<file path="src/trevf_pkg.sv">
// Package: register map, field positions and timing constants of the event-flag block
package trevf_pkg;

	// ------------------------------------------------------------------
	// Register map
	// ------------------------------------------------------------------
	localparam logic [3:0] ADDR_EVENT_FLAGS = 4'h0; // read clears
	localparam logic [3:0] ADDR_CONTROL = 4'h1;
	localparam logic [3:0] ADDR_STATUS = 4'h2;
	localparam logic [3:0] ADDR_TIMERS = 4'h3; // [7:0] ack, [15:8] dead

	// ------------------------------------------------------------------
	// Event flag positions
	// ------------------------------------------------------------------
	localparam int EV_DEAD_OR_MODE = 0;
	localparam int EV_ACK_FAILURE = 1;
	localparam int EV_TOKEN_ARRIVED = 2;
	localparam int EV_FRAME_RECEIVED = 3;
	localparam int EV_FRAMES_SENT = 4;
	localparam int EV_NEW_SUCCESSOR = 5;
	localparam int EV_RX_OVERRUN = 6;
	localparam int EV_TX_UNDERRUN = 7;

	// ------------------------------------------------------------------
	// Control bit positions
	// ------------------------------------------------------------------
	localparam int CTL_ISOLATE = 0;
	localparam int CTL_INT_MASK = 1;
	localparam int CTL_TIMER_OFF = 2;
	localparam int CTL_INIT_RING = 3;
	localparam int CTL_DIAG = 4;
	localparam logic [7:0] CTL_RESET = 8'h01; // isolated after reset

	// ------------------------------------------------------------------
	// Status bit positions
	// ------------------------------------------------------------------
	localparam int ST_RING_MEMBER = 0;
	localparam int ST_SCAN = 1;
	localparam int ST_RX_PTR_VALID = 2;
	localparam int ST_TX_PTR_VALID = 3;
	localparam int ST_MODE_LO = 4; // two-bit mode code

	// ------------------------------------------------------------------
	// Timing
	// ------------------------------------------------------------------
	localparam int TICK_CLOCKS = 64; // timer base in controller clocks
	localparam logic [5:0] TICK_LAST = 6'(TICK_CLOCKS - 1);
	localparam logic [7:0] TIMER_RESET = 8'hff;

	typedef enum logic [1:0] {
		MODE_ISOLATE = 2'b00,
		MODE_NETWORK = 2'b01,
		MODE_DIAG = 2'b11
	} trevf_mode_t;

endpackage : trevf_pkg

</file>
<file path="src/trevf_event_flags.sv">
// Event flags, interrupt request and chain-pointer status of the ring controller
// Notes on behaviour
// - Any set event bit pulls interrupt_request_n low unless interrupts masked.
// - Reading the event register returns it, then clears all eight bits.
// - Entering isolate from network or diagnostic state also sets bit 0.
// - Unacknowledged data frame (NAK or two silent tries) sets bit 1.
// - Token received by this node sets bit 2.
// - Good frame fully received and stored sets bit 3.
// - Host zeroes status bytes; device writes non-zero status per good frame.
// - At least one data frame transmitted sets bit 4.
// - New successor found (failed pass or scan frame) sets bit 5.
// - Receiver overrun sets bit 6.
// - Transmit underrun: abort, set bit 7, no retry, pass token.
// - Event meanings apply outside diagnostic mode only.
// - Timers count in units of 64 controller clocks.
// - Dead timer bounds gap between valid frames; must exceed ack timer.
//
// Local design decisions: the placing of the registers and the strobed register port.
`timescale 1ns/1ps
`default_nettype none
module trevf_event_flags
	import trevf_pkg::*;
(
	input wire logic ref_clk, // 40 MHz controller clock
	input wire logic sys_rst, // async reset, active high
	input wire logic [3:0] reg_addr, // register address
	input wire logic [15:0] reg_wdata, // write data
	input wire logic reg_wr, // write strobe
	input wire logic reg_rd, // read strobe
	output logic [15:0] reg_rdata, // read data, cycle after strobe
	input wire logic ev_ack_failure, // pulse: NAK or no reply twice
	input wire logic ev_token_arrived, // pulse: token received
	input wire logic ev_frame_received, // pulse: good frame stored
	input wire logic ev_frames_sent, // pulse: data frame(s) sent
	input wire logic ev_new_successor, // pulse: successor changed
	input wire logic ev_rx_overrun, // pulse: receive data lost
	input wire logic ev_tx_underrun, // pulse: transmit DMA too late
	input wire logic ev_valid_frame, // pulse: valid frame seen on net
	input wire logic rx_ptr_next_held, // rx next-buffer address held
	input wire logic tx_ptr_next_held, // tx next-frame address held
	input wire logic tx_ptr_zero_link, // tx pointer on zero link
	input wire logic mode_isolate_ack, // engine confirms isolate
	output logic send_abort, // pulse: abort the current frame
	output logic pass_token, // pulse: pass token, no retry
	output logic scan_start, // pulse: enter scan mode
	output logic interrupt_request_n // interrupt request, active low
);

	// ------------------------------------------------------------------
	// State
	// ------------------------------------------------------------------
	typedef struct packed {
		logic [7:0] flags;
		logic [7:0] ctrl;
		logic [7:0] ack_limit;
		logic [7:0] dead_limit;
		logic [5:0] prescale;
		logic ring_member;
		logic scan;
		logic rx_ptr_valid;
		logic tx_ptr_valid;
		trevf_mode_t mode;
		logic [15:0] rdata;
		logic send_abort;
		logic pass_token;
		logic scan_start;
		logic irq_n;
	} trevf_state_t;

	trevf_state_t s_q, s_d;
	logic tick;
	logic dead_expired;

	function automatic logic hit(input logic [3:0] a, input logic [3:0] r);
		return a == r;
	endfunction

	// ------------------------------------------------------------------
	// Dead-network timer
	// ------------------------------------------------------------------
	assign tick = (s_q.prescale == TICK_LAST);

	trevf_timer u_dead (
		.ref_clk(ref_clk),
		.sys_rst(sys_rst),
		.restart(ev_valid_frame),
		.run(s_q.mode == MODE_NETWORK && !s_q.ctrl[CTL_TIMER_OFF]),
		.tick(tick),
		.limit(s_q.dead_limit),
		.expired(dead_expired)
	);

	// ------------------------------------------------------------------
	// Next state
	// ------------------------------------------------------------------
	always_comb begin
		logic [7:0] set_v;
		logic diag;
		set_v = '0;
		diag = (s_q.mode == MODE_DIAG);
		s_d = s_q;
		s_d.send_abort = 1'b0;
		s_d.pass_token = 1'b0;
		s_d.scan_start = 1'b0;
		s_d.rdata = '0;
		s_d.prescale = tick ? 6'h00 : s_q.prescale + 6'h01;

		// Mode tracking; isolate entry is confirmed by the engine
		if (s_q.mode != MODE_ISOLATE && mode_isolate_ack) begin
			s_d.mode = MODE_ISOLATE;
			set_v[EV_DEAD_OR_MODE] = 1'b1;
		end else if (s_q.mode == MODE_ISOLATE && !s_q.ctrl[CTL_ISOLATE]) begin
			s_d.mode = MODE_NETWORK;
		end else if (s_q.mode == MODE_ISOLATE && s_q.ctrl[CTL_DIAG]) begin
			s_d.mode = MODE_DIAG;
		end

		if (dead_expired && s_q.mode == MODE_NETWORK) begin
			set_v[EV_DEAD_OR_MODE] = 1'b1;
			s_d.ring_member = 1'b0;
			if (s_q.ctrl[CTL_INIT_RING]) begin
				s_d.scan = 1'b1;
				s_d.scan_start = 1'b1;
			end
		end
		if (ev_token_arrived) begin
			s_d.ring_member = 1'b1;
			s_d.scan = 1'b0;
		end

		// Engine events only carry these meanings outside diagnostics
		if (!diag) begin
			set_v[EV_ACK_FAILURE] = ev_ack_failure;
			set_v[EV_TOKEN_ARRIVED] = ev_token_arrived;
			set_v[EV_FRAME_RECEIVED] = ev_frame_received;
			set_v[EV_FRAMES_SENT] = ev_frames_sent;
			set_v[EV_NEW_SUCCESSOR] = ev_new_successor;
			set_v[EV_RX_OVERRUN] = ev_rx_overrun;
			set_v[EV_TX_UNDERRUN] = ev_tx_underrun;
			if (ev_tx_underrun) begin
				s_d.send_abort = 1'b1;
				s_d.pass_token = 1'b1;
			end
		end

		// Chain pointer status
		s_d.rx_ptr_valid = rx_ptr_next_held;
		if (tx_ptr_next_held) begin
			s_d.tx_ptr_valid = 1'b1;
		end else if (tx_ptr_zero_link) begin
			s_d.tx_ptr_valid = 1'b0;
		end

		// Register reads
		if (reg_rd) begin
			if (hit(reg_addr, ADDR_EVENT_FLAGS)) begin
				s_d.rdata = {8'h00, s_q.flags};
				s_d.flags = '0;
			end else if (hit(reg_addr, ADDR_CONTROL)) begin
				s_d.rdata = {8'h00, s_q.ctrl};
			end else if (hit(reg_addr, ADDR_STATUS)) begin
				s_d.rdata = {10'h000, s_q.mode, s_q.tx_ptr_valid,
					s_q.rx_ptr_valid, s_q.scan, s_q.ring_member};
			end else if (hit(reg_addr, ADDR_TIMERS)) begin
				s_d.rdata = {s_q.dead_limit, s_q.ack_limit};
			end
		end

		// Register writes
		if (reg_wr) begin
			if (hit(reg_addr, ADDR_CONTROL)) begin
				s_d.ctrl = reg_wdata[7:0];
			end else if (hit(reg_addr, ADDR_TIMERS)) begin
				s_d.ack_limit = reg_wdata[7:0];
				s_d.dead_limit = reg_wdata[15:8]; // host keeps above ack
			end
		end

		// A new event wins over the clear by read
		s_d.flags = s_d.flags | set_v;
		s_d.irq_n = !((|s_d.flags) && !s_d.ctrl[CTL_INT_MASK]);
	end

	// ------------------------------------------------------------------
	// Registers
	// ------------------------------------------------------------------
	always_ff @(posedge ref_clk or posedge sys_rst) begin
		if (sys_rst) begin
			s_q <= '0;
			s_q.ctrl <= CTL_RESET;
			s_q.ack_limit <= TIMER_RESET;
			s_q.dead_limit <= TIMER_RESET;
			s_q.mode <= MODE_ISOLATE;
			s_q.irq_n <= 1'b1;
		end else begin
			s_q <= s_d;
		end
	end

	assign reg_rdata = s_q.rdata;
	assign send_abort = s_q.send_abort;
	assign pass_token = s_q.pass_token;
	assign scan_start = s_q.scan_start;
	assign interrupt_request_n = s_q.irq_n;

endmodule // trevf_event_flags
`default_nettype wire

</file>
<file path="src/trevf_timer.sv">
// Tick-based down counter used for the dead-network timeout
`timescale 1ns/1ps
`default_nettype none
module trevf_timer
	import trevf_pkg::*;
(
	input wire logic ref_clk, // controller clock
	input wire logic sys_rst, // async reset, active high
	input wire logic restart, // reload the count
	input wire logic run, // count while high
	input wire logic tick, // one pulse per time unit
	input wire logic [7:0] limit, // timeout in time units
	output logic expired // one-cycle pulse
);

	typedef struct packed {
		logic [7:0] cnt;
		logic armed;
		logic expired;
	} trevf_timer_state_t;

	trevf_timer_state_t s_q, s_d;

	always_comb begin
		s_d = s_q;
		s_d.expired = 1'b0;
		// First running cycle loads the limit, later cycles count ticks
		if (restart || !run || !s_q.armed) begin
			s_d.cnt = limit;
			s_d.armed = run;
		end else if (tick) begin
			if (s_q.cnt <= 8'h01) begin
				s_d.expired = 1'b1;
				s_d.cnt = limit; // Periodic: fires again if net stays quiet
			end else begin
				s_d.cnt = s_q.cnt - 8'h01;
			end
		end
	end

	always_ff @(posedge ref_clk or posedge sys_rst) begin
		if (sys_rst) begin
			s_q <= '0;
		end else begin
			s_q <= s_d;
		end
	end

	assign expired = s_q.expired;

endmodule // trevf_timer
`default_nettype wire

</file>
<file path="config.mk">
export PLATFORM = sky130hd
export DESIGN_NAME = trevf_event_flags
export DESIGN_NICKNAME = d
export VERILOG_FILES = /design/src/trevf_pkg.sv /design/src/trevf_event_flags.sv /design/src/trevf_timer.sv
export SDC_FILE = /design/constraint.sdc
export NUM_CORES = 1
export LEC_CHECK = 0
export BUFFER_PORTS_ARGS = -buffer_cell sky130_fd_sc_hd__buf_2
export CAP_MARGIN = 20
export CORE_AREA = 5 5 111 113
export CTS_CLUSTER_SIZE = 14
export DETAILED_ROUTE_END_ITERATION = 7
export DIE_AREA = 0 0 116 118
export SKIP_CTS_REPAIR_TIMING = 1
export SYNTH_ARGS = -nofsm -noshare
export SYNTH_HDL_FRONTEND = slang
export SYNTH_SLANG_ARGS = --single-unit
</file>
<file path="constraint.sdc">
create_clock -name ref_clk -period 3.75 [get_ports ref_clk]
set_clock_uncertainty 0.1 [all_clocks]
set_input_delay 0.375 -clock ref_clk [delete_from_list [all_inputs] [get_ports ref_clk]]
set_output_delay 0.375 -clock ref_clk [all_outputs]
set_load 0.02 [all_outputs]
</file>
==> metrics.txt <==
maximum clock frequency=417 MHz; area overhead of the layout relative to synthesis=20.6%; number of hold violations in the final report=0; post-placement cell area=3570 sq um; wire length of the first global-routing pass=11700 microns; Slowest cell on crit path=nor2_1; overall die width=116 microns; Most used DFF post-synth=dfrtp_1; portion of total power attributed to sequential cells=0.424; ordered cell list for the critical path=nor3b_4, nand3b_2, nor2_1, nor2_1, a221o_1; number of enable flip-flop cells after synthesis=0; number of port buffers=55; Period minus WS final=2.40 ns; synthesized area=3270 sq um; switching fraction of total power=0.257; First-pass DRT Iterations=5; area fraction of the dominant cell type after synthesis=0.421; clock latency of the later-clocked register in the worst-skew pair=0.33 ns; Hold WC Path Type=in2reg; combined buffer and inverter count along the critical path=0; top cell types by occurrence after synthesis=dfrtp_1 (55), mux2_2 (24), nor2_1 (19), dfstp_2 (18), buf_4 (17); cell type group with the largest total delay on the critical path=simple AND/OR/NAND/NOR gates; routed len/inst=15.5 microns; Hold Path Origin=rx_ptr_next_held; most common cell type on the critical path=nor2_1; number of DRC violations after detailed routing=0; internal portion of total power=1830 uW; detailed router's first-iteration violation count=102; average size of a mapped cell=12.0 sq um; largest cells by area after synthesis=dfrtp_1 (42%), dfstp_2 (14%), mux2_2 (8.3%), buf_4 (3.9%), mux2i_1 (3.4%); power per unit of standard cell area=627 nW/um^2; cell with the most instances after synthesis=dfrtp_1; number of placement rows=39; final clock period utilization by the worst path=0.639; Clock transition at path regs=0.06 ns; fill cell instance count of the final layout=1130; total setup violations reported at the end of the flow=0; total leakage power=0.00178 uW; setup slack, reg-to-reg=1.35 ns; library cell used as clock root buffer=clkbuf_16; remaining global-route overflow=0; sequential fraction of the synthesis area=0.566; vias in the first global route=2300; reg2reg end=u_dead.s_q[2]$_DFFE_PP0P_; CTS tree=yes; TritonCTS Sinks=73; final number of max-transition violations=0; share of power burned in the clock network=0.422; run status=finished, final reports clean; GPL Wtd Cong=0.780; post-DP HPWL=5010 microns; cell taking the most area after synthesis=dfrtp_1; launch instance of the worst register-to-register path=s_q[21]$_DFFE_PP0P_; initial antenna violation count=0; part of the power in combinational logic=0.154; maximum number of pins on one net before global-route repair=74; Yosys cell types=49; RSZ-0062 raised after global routing=false; design area=3940 sq um; worst endpoint required time=3.86 ns; Endpoint, Worst Hold=s_q[23]$_DFF_PP0_; GR Util All Layers=0.110; slew at the pin closest to its max-slew limit=0.924 ns; Via Count=2232; biggest cell delay along the critical path=0.74 ns; final WL=7180 microns; hold-critical path depth=1; height of the die=118 microns; logic depth of the worst register-to-register path=5; number of nets in the finished design=355; Net Switching=634 uW; overall die area=13700 sq um; share of synthesized flip-flops with an asynchronous set or reset=1.00; Crit path arrival time=2.51 ns; critical setup path kind=reg2reg; register bit total from synthesis=73; number of buffers on the longest clock path=2; Cells after Synth=273; number of nets with antenna violations after detailed routing=0; clock buffers created by TritonCTS=9; initial cell density of the core=0.291; worst relative slew slack=0.384; Yosys warnings=0; number of H-tree levels=3; top-level port count=56; kind of end point of the critical path=register; Max-Cap Viols=0; Setup crit start kind=register; Post-Route Setup TNS=0 ns; average via count per standard cell=4.81; proportion of layout cells with a drive suffix above 1=0.380; Worst Path Max Fanout=16; Max VDD drop=271 uV; total nets after synthesis=312; Antenna diodes=0; core area=11200 sq um
per-stage QoR:
stage / hold slack (ns) / cells / total power, uW / utilization / setup slack [ns]
floorplan: 0.306 / 273 / 1330 / - / 1.45
global placement: 0.363 / 448 / 1430 / 0.318 / 1.43
detailed placement: 0.370 / 448 / 1440 / 0.318 / 1.37
CTS: 0.0442 / 464 / 2490 / 0.351 / 1.35
global route: 0.0402 / 464 / 2590 / 0.351 / 1.18
finish: 0.0577 / 464 / 2470 / 0.351 / 1.35
layer usage:
layer  part of all wire  GRT usage  vias up
met5                  0          0        -
met4              0.018     0.0363        0
met3              0.047     0.0319        7
met2               0.44      0.156       63
met1               0.49      0.159     1107
li1                   -          -     1055
placed cells by master, fill, tap and decap left out, types with 10 or more instances in the layout:
master,instances
o21ai_0,12
nand2_1,10
mux2i_1,11
buf_2,55
a21oi_1,11
and2_1,10
dfrtp_1,55
dfstp_2,18
mux2_2,24
nor2_1,19
kinds of logic (layout without fill, tap and decap cells):
kind of cell / count (synthesis) / after routing / share of synthesized area
AOI/OAI and AO/OA: 50 / 50 / 0.103
xor gates and xnor gates: 3 / 3 / 0.00804
adders and majority gates: 3 / 3 / 0.0115
buffers and inverters: 33 / 81 / 0.0586
DFF: 73 / 73 / 0.566
muxes: 36 / 36 / 0.121
and+or+nand+nor: 75 / 75 / 0.132
power groups by stage:
| stage | Combinational, uW | Sequential, uW | Clock [uW] |
|---|---|---|---|
| floorplan | 305 | 1020 | 0 |
| global placement | 373 | 1050 | 0 |
| detailed placement | 382 | 1060 | 0 |
| CTS | 385 | 1050 | 1060 |
| global route | 424 | 1070 | 1100 |
| finish | 381 | 1050 | 1040 |
worst max-delay path by stage:
stage | start | endpoint | slack, ns | depth (start not counted)
floorplan | sys_rst | pass_token$_DFF_PP0_ | 1.45 | 1
global placement | s_q[21]$_DFFE_PP0P_ | u_dead.s_q[2]$_DFFE_PP0P_ | 1.43 | 5
detailed placement | s_q[21]$_DFFE_PP0P_ | u_dead.s_q[2]$_DFFE_PP0P_ | 1.37 | 5
CTS | s_q[21]$_DFFE_PP0P_ | u_dead.s_q[2]$_DFFE_PP0P_ | 1.35 | 5
global route | s_q[21]$_DFFE_PP0P_ | u_dead.s_q[2]$_DFFE_PP0P_ | 1.18 | 5
finish | s_q[21]$_DFFE_PP0P_ | u_dead.s_q[2]$_DFFE_PP0P_ | 1.35 | 5
flip-flops by register name (all words and copies together), names as in the netlist:
| name | cells |
|---|---|
| u_dead.expired | 1 |
| pass_token | 1 |
| s_q | 44 |
| u_dead.s_q | 9 |
| scan_start | 1 |
| interrupt_request_n | 1 |
| reg_rdata | 16 |
area by class of cell:
cell class | instances | area [sq um] | area share
sequential | 73 | 1850 | 0.469
multi-input combinational | 167 | 1230 | 0.312
timing repair buffer | 56 | 283 | 0.0718
clock buffer | 9 | 225 | 0.0572
tap | 143 | 179 | 0.0454
clock inverter | 7 | 143 | 0.0362
inverter | 9 | 33.8 | 0.00857
Note: power is estimated with default switching activity, not from simulation.
